===== src/core/tcps_pkg.sv =====
// Package for the channel 4/5 register-A pin-function decoder.
// Assumes one 100 MHz clock and an asynchronous active-low reset.
package tcps_pkg;
    // ------------------------------------------------------------
    // Field layout
    // ------------------------------------------------------------
    localparam int FUNC_W = 4;
    localparam int BIT_MODE = 3;
    localparam int BIT_LEVEL = 2;
    localparam int BIT_ACT_HI = 1;
    localparam int BIT_ACT_LO = 0;
    localparam logic [1:0] ACT_NONE = 2'h0;
    localparam logic [1:0] ACT_CLEAR = 2'h1;
    localparam logic [1:0] ACT_SET = 2'h2;
    localparam logic [1:0] ACT_TOGGLE = 2'h3;
    localparam logic [1:0] EDGE_RISE = 2'h0;
    localparam logic [1:0] EDGE_FALL = 2'h1;
    localparam logic [3:0] FUNC_RESET = 4'h0;
    localparam int CNT_W_DEF = 16;

    // ------------------------------------------------------------
    // Register map of the plain port
    // ------------------------------------------------------------
    localparam int ADDR_W = 4;
    localparam logic [3:0] OFS_CH4_FUNC = 4'h0;
    localparam logic [3:0] OFS_CH5_FUNC = 4'h1;
    localparam logic [3:0] OFS_CH4_REG_A = 4'h2;
    localparam logic [3:0] OFS_CH5_REG_A = 4'h3;
    localparam logic [3:0] OFS_STATUS = 4'h4;
    localparam int ST_CH4_PIN = 0;
    localparam int ST_CH5_PIN = 1;
    localparam int ST_CH4_OE = 2;
    localparam int ST_CH5_OE = 3;
endpackage


===== src/core/tcps_pin_if.sv =====
// Interface carrying one channel's decoded pin-function controls.
// Assumes producer and consumer share ref_clk.
interface tcps_pin_if;
    logic compare_mode;
    logic init_level;
    logic [1:0] action;
    logic pin_source;
    logic [1:0] edge_sel;
    modport dec (output compare_mode, init_level, action, pin_source, edge_sel);
    modport use_side (input compare_mode, init_level, action, pin_source, edge_sel);
endinterface


===== src/core/tcps_top.sv =====
// Pin-function select for register A of timer channels 4 and 5.
// Assumes the counter and compare pulses come from ref_clk logic;
// the pins arrive asynchronously and are synchronised here.
// Behaviour
// - Codes 0000-0011 are compare mode; 0001-0011 start the pin low, 0000 disables it.
// - Codes 0100-0111 are compare mode; 0101-0111 start the pin high, 0100 disables it.
// - In compare mode, low bits 01 drive the pin to 0 on each match.
// - In compare mode, low bits 10 drive the pin to 1 on each match.
// - In compare mode, low bits 11 invert the pin on each match.
// - Capture from the pin with low bits 00 takes the counter on a rising edge.
// - Capture from the pin with low bits 01 takes the counter on a falling edge.
// - Capture from the pin with bit 1 set takes the counter on both edges.
// - Channel 4 codes 1000-1011 use the channel 4 pin as capture source.
// - Channel 4 codes 11xx capture on every channel 3 register A match or capture.
// - Channel 5 ignores bit 2 in capture mode and always uses its own pin.
// - Channel 3 sourced capture happens in the cycle the channel 3 event occurs.
module tcps_top #(
    parameter int CNT_W = tcps_pkg::CNT_W_DEF
) (
    input wire logic ref_clk,
    input wire logic arst_n,
    input wire logic [tcps_pkg::ADDR_W-1:0] addr,
    input wire logic [31:0] wdata,
    input wire logic wr_en,
    input wire logic rd_en,
    output logic [31:0] rdata,
    input wire logic [CNT_W-1:0] counter4,
    input wire logic [CNT_W-1:0] counter5,
    input wire logic ch4_match,
    input wire logic ch5_match,
    input wire logic ch3_reg_a_event,
    input wire logic ch4_timer_pin_a_in,
    output logic ch4_timer_pin_a_out,
    output logic ch4_timer_pin_a_oe,
    input wire logic ch5_timer_pin_a_in,
    output logic ch5_timer_pin_a_out,
    output logic ch5_timer_pin_a_oe,
    output logic ch4_capture,
    output logic ch5_capture
);
    logic [3:0] ch4_func_reg;
    logic [3:0] ch5_pin_control_reg;
    logic [2:0] sync4_reg;
    logic [2:0] sync5_reg;
    logic pin4_reg;
    logic pin5_reg;
    logic [31:0] rdata_reg;
    logic [31:0] rdata_next;
    logic [CNT_W-1:0] ch4_general_reg_a;
    logic [CNT_W-1:0] ch5_general_reg_a;
    logic wr4;
    logic wr5;

    tcps_pin_if ctl4 ();
    tcps_pin_if ctl5 ();

    function automatic logic hit(input logic [tcps_pkg::ADDR_W-1:0] a,
                                 input logic [tcps_pkg::ADDR_W-1:0] ofs);
        hit = (a == ofs);
    endfunction

    assign wr4 = wr_en & hit(addr, tcps_pkg::OFS_CH4_FUNC);
    assign wr5 = wr_en & hit(addr, tcps_pkg::OFS_CH5_FUNC);

    // ------------------------------------------------------------
    // Function fields
    // ------------------------------------------------------------
    always_ff @(posedge ref_clk or negedge arst_n) begin
        if (!arst_n) begin
            ch4_func_reg <= tcps_pkg::FUNC_RESET;
            ch5_pin_control_reg <= tcps_pkg::FUNC_RESET;
        end else begin
            if (wr4) begin
                ch4_func_reg <= wdata[tcps_pkg::FUNC_W-1:0];
            end
            if (wr5) begin
                ch5_pin_control_reg <= wdata[tcps_pkg::FUNC_W-1:0];
            end
        end
    end

    // ------------------------------------------------------------
    // Pin synchronisers: change accepted when stages 2 and 3 agree
    // ------------------------------------------------------------
    always_ff @(posedge ref_clk or negedge arst_n) begin
        if (!arst_n) begin
            sync4_reg <= 3'h0;
            sync5_reg <= 3'h0;
            pin4_reg <= 1'b0;
            pin5_reg <= 1'b0;
        end else begin
            sync4_reg <= {sync4_reg[1:0], ch4_timer_pin_a_in};
            sync5_reg <= {sync5_reg[1:0], ch5_timer_pin_a_in};
            if (sync4_reg[1] == sync4_reg[2]) begin
                pin4_reg <= sync4_reg[2];
            end
            if (sync5_reg[1] == sync5_reg[2]) begin
                pin5_reg <= sync5_reg[2];
            end
        end
    end

    // ------------------------------------------------------------
    // Channel units
    // ------------------------------------------------------------
    // The written code takes effect one cycle after the write, so the
    // unit applies the initial level on the cycle after the strobe.
    logic wr4_dly_reg;
    logic wr5_dly_reg;
    always_ff @(posedge ref_clk or negedge arst_n) begin
        if (!arst_n) begin
            wr4_dly_reg <= 1'b0;
            wr5_dly_reg <= 1'b0;
        end else begin
            wr4_dly_reg <= wr4;
            wr5_dly_reg <= wr5;
        end
    end

    tcps_chan_a #(.CNT_W(CNT_W), .IS_CH4(1'b1)) u_ch4 (
        .ref_clk(ref_clk),
        .arst_n(arst_n),
        .func(ch4_func_reg),
        .func_wr(wr4_dly_reg),
        .counter(counter4),
        .compare_match(ch4_match),
        .pin_in(pin4_reg),
        .ch3_event(ch3_reg_a_event),
        .wr_data(wdata[CNT_W-1:0]),
        .reg_wr(wr_en & hit(addr, tcps_pkg::OFS_CH4_REG_A)),
        .ctl(ctl4),
        .reg_a_reg(ch4_general_reg_a),
        .pin_out_reg(ch4_timer_pin_a_out),
        .pin_oe_reg(ch4_timer_pin_a_oe),
        .capture_pulse_reg(ch4_capture)
    );

    tcps_chan_a #(.CNT_W(CNT_W), .IS_CH4(1'b0)) u_ch5 (
        .ref_clk(ref_clk),
        .arst_n(arst_n),
        .func(ch5_pin_control_reg),
        .func_wr(wr5_dly_reg),
        .counter(counter5),
        .compare_match(ch5_match),
        .pin_in(pin5_reg),
        .ch3_event(1'b0),
        .wr_data(wdata[CNT_W-1:0]),
        .reg_wr(wr_en & hit(addr, tcps_pkg::OFS_CH5_REG_A)),
        .ctl(ctl5),
        .reg_a_reg(ch5_general_reg_a),
        .pin_out_reg(ch5_timer_pin_a_out),
        .pin_oe_reg(ch5_timer_pin_a_oe),
        .capture_pulse_reg(ch5_capture)
    );

    // ------------------------------------------------------------
    // Read port; unmapped offsets read zero
    // ------------------------------------------------------------
    always_comb begin
        rdata_next = 32'h0000_0000;
        if (hit(addr, tcps_pkg::OFS_CH4_FUNC)) begin
            rdata_next[tcps_pkg::FUNC_W-1:0] = ch4_func_reg;
        end else if (hit(addr, tcps_pkg::OFS_CH5_FUNC)) begin
            rdata_next[tcps_pkg::FUNC_W-1:0] = ch5_pin_control_reg;
        end else if (hit(addr, tcps_pkg::OFS_CH4_REG_A)) begin
            rdata_next[CNT_W-1:0] = ch4_general_reg_a;
        end else if (hit(addr, tcps_pkg::OFS_CH5_REG_A)) begin
            rdata_next[CNT_W-1:0] = ch5_general_reg_a;
        end else if (hit(addr, tcps_pkg::OFS_STATUS)) begin
            rdata_next[tcps_pkg::ST_CH4_PIN] = ch4_timer_pin_a_out;
            rdata_next[tcps_pkg::ST_CH5_PIN] = ch5_timer_pin_a_out;
            rdata_next[tcps_pkg::ST_CH4_OE] = ch4_timer_pin_a_oe;
            rdata_next[tcps_pkg::ST_CH5_OE] = ch5_timer_pin_a_oe;
        end
    end

    // Data stands only in the cycle after the read strobe
    always_ff @(posedge ref_clk or negedge arst_n) begin
        if (!arst_n) begin
            rdata_reg <= 32'h0000_0000;
        end else if (rd_en) begin
            rdata_reg <= rdata_next;
        end else begin
            rdata_reg <= 32'h0000_0000;
        end
    end

    assign rdata = rdata_reg;
endmodule // tcps_top


===== src/core/tcps_chan_a.sv =====
// One channel's register-A pin unit: compare output and capture.
// Assumes pin_in is already synchronised and match pulses are one cycle.
module tcps_chan_a #(
    parameter int CNT_W = tcps_pkg::CNT_W_DEF,
    parameter bit IS_CH4 = 1'b1
) (
    input wire logic ref_clk,
    input wire logic arst_n,
    input wire logic [3:0] func,
    input wire logic func_wr,
    input wire logic [CNT_W-1:0] counter,
    input wire logic compare_match,
    input wire logic pin_in,
    input wire logic ch3_event,
    input wire logic [CNT_W-1:0] wr_data,
    input wire logic reg_wr,
    tcps_pin_if.dec ctl,
    output logic [CNT_W-1:0] reg_a_reg,
    output logic pin_out_reg,
    output logic pin_oe_reg,
    output logic capture_pulse_reg
);
    logic pin_dly_reg;
    logic rise;
    logic fall;
    logic cap_hit;

    // ------------------------------------------------------------
    // Decode
    // ------------------------------------------------------------
    always_comb begin
        ctl.compare_mode = ~func[tcps_pkg::BIT_MODE];
        ctl.init_level = func[tcps_pkg::BIT_LEVEL];
        ctl.action = func[tcps_pkg::BIT_ACT_HI:tcps_pkg::BIT_ACT_LO];
        // Channel 5 ignores bit 2 in capture; always pin
        ctl.pin_source = IS_CH4 ? ~func[tcps_pkg::BIT_LEVEL] : 1'b1;
        ctl.edge_sel = func[tcps_pkg::BIT_ACT_HI:tcps_pkg::BIT_ACT_LO];
    end

    assign rise = pin_in & ~pin_dly_reg;
    assign fall = ~pin_in & pin_dly_reg;

    always_comb begin
        cap_hit = 1'b0;
        if (!ctl.compare_mode) begin
            if (!ctl.pin_source) begin
                cap_hit = ch3_event;
            end else if (ctl.edge_sel[1]) begin
                cap_hit = rise | fall;
            end else if (ctl.edge_sel == tcps_pkg::EDGE_FALL) begin
                cap_hit = fall;
            end else begin
                cap_hit = rise;
            end
        end
    end

    // ------------------------------------------------------------
    // Edge history
    // ------------------------------------------------------------
    always_ff @(posedge ref_clk or negedge arst_n) begin
        if (!arst_n) begin
            pin_dly_reg <= 1'b0;
        end else begin
            pin_dly_reg <= pin_in;
        end
    end

    // ------------------------------------------------------------
    // Capture register; capture beats a software write
    // ------------------------------------------------------------
    always_ff @(posedge ref_clk or negedge arst_n) begin
        if (!arst_n) begin
            reg_a_reg <= '0;
            capture_pulse_reg <= 1'b0;
        end else begin
            capture_pulse_reg <= cap_hit;
            if (cap_hit) begin
                reg_a_reg <= counter;
            end else if (reg_wr) begin
                reg_a_reg <= wr_data;
            end
        end
    end

    // ------------------------------------------------------------
    // Pin output
    // ------------------------------------------------------------
    always_ff @(posedge ref_clk or negedge arst_n) begin
        if (!arst_n) begin
            pin_out_reg <= 1'b0;
            pin_oe_reg <= 1'b0;
        end else if (!ctl.compare_mode || ctl.action == tcps_pkg::ACT_NONE) begin
            pin_oe_reg <= 1'b0;
        end else if (func_wr) begin
            // Initial level applied on the cycle after the write strobe, held until a match
            pin_oe_reg <= 1'b1;
            pin_out_reg <= ctl.init_level;
        end else begin
            pin_oe_reg <= 1'b1;
            if (compare_match) begin
                unique case (ctl.action)
                    tcps_pkg::ACT_CLEAR: pin_out_reg <= 1'b0;
                    tcps_pkg::ACT_SET: pin_out_reg <= 1'b1;
                    tcps_pkg::ACT_TOGGLE: pin_out_reg <= ~pin_out_reg;
                    default: pin_out_reg <= pin_out_reg;
                endcase
            end
        end
    end
endmodule // tcps_chan_a


===== config.mk =====
export PLATFORM = sky130hd
export DESIGN_NAME = tcps_top
export DESIGN_NICKNAME = d
export VERILOG_FILES = /design/src/core/tcps_pkg.sv /design/src/core/tcps_pin_if.sv /design/src/core/tcps_top.sv /design/src/core/tcps_chan_a.sv
export SDC_FILE = /design/constraint.sdc
export NUM_CORES = 1
export LEC_CHECK = 0
export ABC_AREA = 1
export BUFFER_PORTS_ARGS = -buffer_cell sky130_fd_sc_hd__buf_2
export CAP_MARGIN = 20
export CORE_MARGIN = 2
export CORE_UTILIZATION = 40
export CTS_BUF_LIST = sky130_fd_sc_hd__clkbuf_4 sky130_fd_sc_hd__clkbuf_8 sky130_fd_sc_hd__clkbuf_16
export DETAILED_ROUTE_END_ITERATION = 8
export HOLD_SLACK_MARGIN = 0.05
export PLACE_DENSITY = 0.72
export SLEW_MARGIN = 15
export SYNTH_ARGS = -nofsm -noshare
export SYNTH_HDL_FRONTEND = slang
export SYNTH_SLANG_ARGS = --single-unit
export TNS_END_PERCENT = 5

===== constraint.sdc =====
create_clock -name ref_clk -period 1.9 [get_ports ref_clk]
set_input_delay 0.095 -clock ref_clk [delete_from_list [all_inputs] [get_ports ref_clk]]
set_output_delay 0.095 -clock ref_clk [all_outputs]
set_load 0.02 [all_outputs]

### Yosys cells after proc, flatten, opt, wreduce, memory -nomap -nowiden

Index checks and enable logic that the tools add are counted.

* register bits after elaboration: 74
* latch bits: 0
* bits in writable memories: 0
* ROM bits: 0
* bits of input ports: 77
* output and inout port bits: 38
* word-level logic and storage cells: 90
* memories kept: 0

* add/subtract/negate cells: 0
* multipliers: 0
* divide/modulo/power cells: 0
* magnitude comparators: 0
* eq/ne operators: 12
* shifts and indexed selects: 0
* mux-type cells: 28
* bitwise logic cells: 18
* reductions and logical operators: 13

Operator list (count)
* $mux W16: 6
* $mux W12: 3
* $mux W4: 4
* $mux W1: 13
* $and A1 B1 Y1: 8
* $eq A2 B2 Y1 const B: 4
* $eq A4 B2 Y1 const B: 2
* $not A1 Y1: 8
* $reduce_bool A2 Y1: 4
* $reduce_bool A4 Y1: 2
* $pmux W1 S3: 2
* $reduce_and A3 Y1: 2
* $eq A2 B1 Y1 const B: 2
* $eq A4 B1 Y1 const B: 1
* $eq A4 B3 Y1 const B: 1
* $logic_not A2 Y1: 2
* $logic_not A4 Y1: 1
* $eq A1 B1 Y1: 2
* $logic_or A1 B1 Y1: 2
* $or A1 B1 Y1: 2

### Depth between registers and ports, before layout

* depth after elaboration: 7
* gate-level depth with buffers: 11
* gate-level depth less buffers: 10

### Hierarchy

A second synthesis with hierarchy kept.

* cell total of the unflattened synthesis: 509
* area total of the unflattened synthesis: 4187.8 um^2

By module, submodules not included
* tcps_top: instances 1, cells an instance 165, area each 1605.3 um^2, seq. area each 850.8 um^2
* tcps_chan_a at u_ch5: instances 1, cells an instance 173, area each 1316.3 um^2, seq. area each 500.5 um^2
* tcps_chan_a at u_ch4: instances 1, cells an instance 171, area each 1266.2 um^2, seq. area each 500.5 um^2

### Worst setup path after synthesis

Ideal clock, no wire load.

* path type: flip-flop to flip-flop
* from: register ch4_func_reg[1]
* to: register u_ch4.reg_a_reg[10]
* setup time: 0.116 ns
* data arrival time: 1.434 ns
* required time: 1.784 ns
* slack: 0.349 ns
* cell stages (with the launch flop): 10
* path buffers: 1
* path through: dfrtp_1 > inv_1 > ha_1 > nand2_1 > o21ai_1 > o21ai_2 > buf_2 > nand3b_1 > nand2_1 > nand2_1

* word-level cells in the longest chain between the ends: 6

RTL lines
* start: declaration: line tcps_top.sv:41 `logic [3:0] ch4_func_reg;`
* start signal: assignment: line tcps_top.sv:70 `ch4_func_reg <= tcps_pkg::FUNC_RESET;`
* start signal: assignment: line tcps_top.sv:74 `ch4_func_reg <= wdata[tcps_pkg::FUNC_W-1:0];`
* $eq A2 B1 Y1: line tcps_chan_a.sv:50 `end else if (ctl.edge_sel == tcps_pkg::EDGE_FALL) begin`
* $mux W1: line tcps_chan_a.sv:50
* $mux W1 (*): line tcps_chan_a.sv:48 `end else if (ctl.edge_sel[1]) begin`
* $mux W1 (*): line tcps_chan_a.sv:46 `if (!ctl.pin_source) begin`
* $mux W1 (*): line tcps_chan_a.sv:45 `if (!ctl.compare_mode) begin`
* $mux W16 or $reduce_bool A2 Y1 (tied branches)
* end signal: assignment: line tcps_chan_a.sv:79 `reg_a_reg <= counter;`
* end signal: assignment: line tcps_chan_a.sv:81 `reg_a_reg <= wr_data;`
* end: declaration: line tcps_chan_a.sv:18 `output logic [CNT_W-1:0] reg_a_reg,`

Every way passes the cells marked *; elsewhere a longest branch is shown, timed or not.
A chain may end at the register's enable or synchronous reset.

### Worst setup path in the final report

* from: register ch4_func_reg[1]
* to: register u_ch4.reg_a_reg[8]

The elaborated chain is that of the path after synthesis.

==> results.md <==
- Crit path time final: 1611 ps
- Critical path class: register to register
- Filler cell count: 790
- Worst Path Required: 2140 ps
- Final Hold Vio Count: 0
- Count of cell types in the netlist: 27
- Total GRT Usage: approximately 20%
- GP Congestion: between 0.8 and 0.9
- Chip height: approximately 100 um
- Die ar.: about 0.010 sq mm
- Dpl cells: slightly above 600
- Ant. Diodes: 0
- Final setup viols: 0
- DR vias/cell: around 5
- Mean Syn Cell Area: ~8.5 sq um
- Fin crit share: 84.77%
- Met3 usage: 4.638%
- Worst Hold Launch: counter4[5]
- Via count: approximately 3,400
- Post-CTS Setup Bufs: 0
- RSZ-0062 raised after global routing: no
- Clock Skew: approximately 13 ps
- Post-Syn Area: roughly 0.0037 sq mm
- Post-route DRC: 0
- Critical Path End Type: register
- Routed Antenna Nets: 0
- WL/cell: between 10 and 15 um
- CTS Hold Bufs: 43
- Final instance count without filler cells: just under 700
- Synth Warn #: 0
- Clock Root Buffer: clkbuf_8
- CP arrival: between 1500 and 2000 ps
- Syn Inst Count: around 430
- Post-layout util: a little over half
- Final WL: between 9 and 10 mm
- Nature of the critical path startpoint: register
- Clock tree from TritonCTS: yes
- IO Pins: roughly 120
- DRT iter0 DRCs: 221
- TNS Setup: 0 ps
- FMAX: 620.9 MHz
- Worst min path class: input port to register
- Total Nets Final: roughly 650
- Top Usage Layer GRT: met2
- RR Startpoint: ch4_func_reg[1]$_DFFE_PN0P_
- CTS Buf Count: 9
- CTS Sinks: 74
- Multi-input logic area: 0.001553 sq mm
- Number of global-route vias before repair: about 3,200
- Core area: between 0.008 and 0.009 sq mm
- Largest net degree at the start of global routing: 47
- Max-Cap Viols: 0
- Clock latency on the worst-skew pair: between 300 and 400 ps
- Detailed Routing Iterations Pass 1: 4
- Post-layout total power: 5.201 mW
- Worst slew pin tran: between 500 and 600 ps
- CP max FO: 16
- Initial antenna violation count: 0
- Post-CTS Resized: 0
- Slew headroom: about three fifths
- Reg clk slew, reported paths: roughly 80 ps
- RR Endpoint: u_ch4.reg_a_reg[8]$_DFFE_PN0P_
- Register Area: ~0.0019 sq mm
- Outcome: finished, final reports clean
- Seq/Total Area, Yosys: 50.49%
- Reg2reg path depth: 9
- Area grow syn2layout: 31.42%
- Grt total ovfl: 0
- First-pass GRT wire length: 15.74 mm
- Reg-to-reg slack, setup: around 290 ps
- Layout cell share with drive strength beyond 1: about 22%
- Maximum clock path buffer count: 2
- Site Rows: 34
- Met2 usage: between 30 and 40%
- Pwr Density: around 1100 mW/mm^2
- FF+latch count, synth: 74
- Slew Limit Fails: 0
- Met1 Usage GRT: 26.05%
- Worst setup startpoint: ch4_func_reg[1]$_DFFE_PN0P_
- Starting Density: a little over two fifths
- Critical path endpoint: u_ch4.reg_a_reg[8]$_DFFE_PN0P_
- CTS H-Tree Depth: 3
- Worst VDD drop: 483.7 uV
- P_leak: between 2 and 2.5 nW
- I/O Buffers: 82
- Hpwl dp: around 6.6 mm
- Die span in x: between 90 and 100 um
- Worst Hold Path Cells: 4
## layout by cell type, fill, tap and decap left out, types with 8 or more instances in the layout
master,n
ha_1,8
clkbuf_8,9
inv_1,20
o21ai_0,20
dlygate4sd3_1,44
nand3_1,77
nand3b_1,17
buf_2,82
dfrtp_1,74
nand2_1,131
conb_1,16
a21oi_1,18
nor2_1,10
buf_4,9
## report_power, final
| part | leakage, nW | total, mW | switching, mW | internal, mW |
|---|---|---|---|---|
| combinational | 1.42 | 1.40 | 0.841 | 0.559 |
| sequential | 0.913 | 2.31 | 0.286 | 2.03 |
| clock | 0.120 | 1.49 | 0.596 | 0.891 |
| total | 2.46 | 5.20 | 1.72 | 3.48 |
## routing by layer
layer | routed length [um] | share of wire, %
met1 | 4132 | 43
met2 | 4647 | 49
met3 | 576 | 6.0
met4 | 175 | 1.8
met5 | 0 | 0
## worst min-delay path by stage
stage,to,slack (ps)
after floorplan,ch4_func_reg[0]$_DFFE_PN0P_,-200
after CTS,u_ch4.reg_a_reg[5]$_DFFE_PN0P_,50
final,u_ch4.reg_a_reg[5]$_DFFE_PN0P_,50
after global routing,u_ch4.reg_a_reg[5]$_DFFE_PN0P_,60
after global placement,sync4_reg[0]$_DFF_PN0_,-50
after detailed placement,sync4_reg[1]$_DFF_PN0_,-50
## final cells by class
cell class              instances  share of cell area, %
flip-flops and latches         74                  38.42
multi-input cells             316                  32.22
repair buffers                136                  19.47
well taps                     108                  2.804
clock buffers                  10                  2.726
clock inverters                 6                  2.388
inverters                      25                  1.973
## cells in the mapped netlist
library cell / count / area [sq um]
buf_6: 3 / 33.78
inv_1: 20 / 75.07
a21oi_1: 18 / 90.09
a22oi_1: 1 / 7.510
nand2_2: 3 / 18.77
buf_2: 11 / 55.05
nor2_4: 4 / 45.04
nand2_1: 131 / 491.7
nor2_1: 10 / 37.54
nand3_2: 1 / 10.01
o21ai_1: 1 / 5.000
maj3_1: 2 / 20.02
ha_1: 8 / 100.1
inv_2: 4 / 15.01
dfrtp_1: 74 / 1852
nand3_1: 77 / 385.4
nor2_2: 3 / 18.77
clkbuf_1: 2 / 7.510
o21ai_0: 20 / 100.1
nand3b_1: 17 / 127.6
clkinv_2: 1 / 5.000
conb_1: 1 / 3.750
o31ai_1: 1 / 7.510
o21ai_2: 1 / 8.760
o21a_1: 1 / 7.510
buf_4: 17 / 127.6
nand2_4: 1 / 11.26
## critical path, cell delays in order, from the launching register on
cell and delay [ps]:
dfrtp_1 440, inv_1 110, ha_1 210, nand2_1 60, o21ai_1 70, o21ai_2 140
buf_4 230, nand3b_1 110, nand2_1 80, nand2_1 50
## logic make-up after synthesis
logic type,after synthesis,synth area share [%]
other,1,0.1023
AND/OR/NAND/NOR,247,31.25
adder cells (fa/ha/maj),10,3.275
AO/OA/AOI/OAI,43,6.176
buffers and inverters,58,8.700
flip-flops,74,50.49
## through the flow
stage	worst slack, ps	instance area (sq um)	hold WS [ps]
3_5_place_dp	294.0	4133	-54.35
6_report	289.4	4820	51.18
5_1_grt	141.0	4820	61.30
3_3_place_gp	321.2	4133	-54.15
2_1_floorplan	349.5	3724	-200.6
4_1_cts	271.5	4810	50.73
Power figures use the tool's default switching activity.
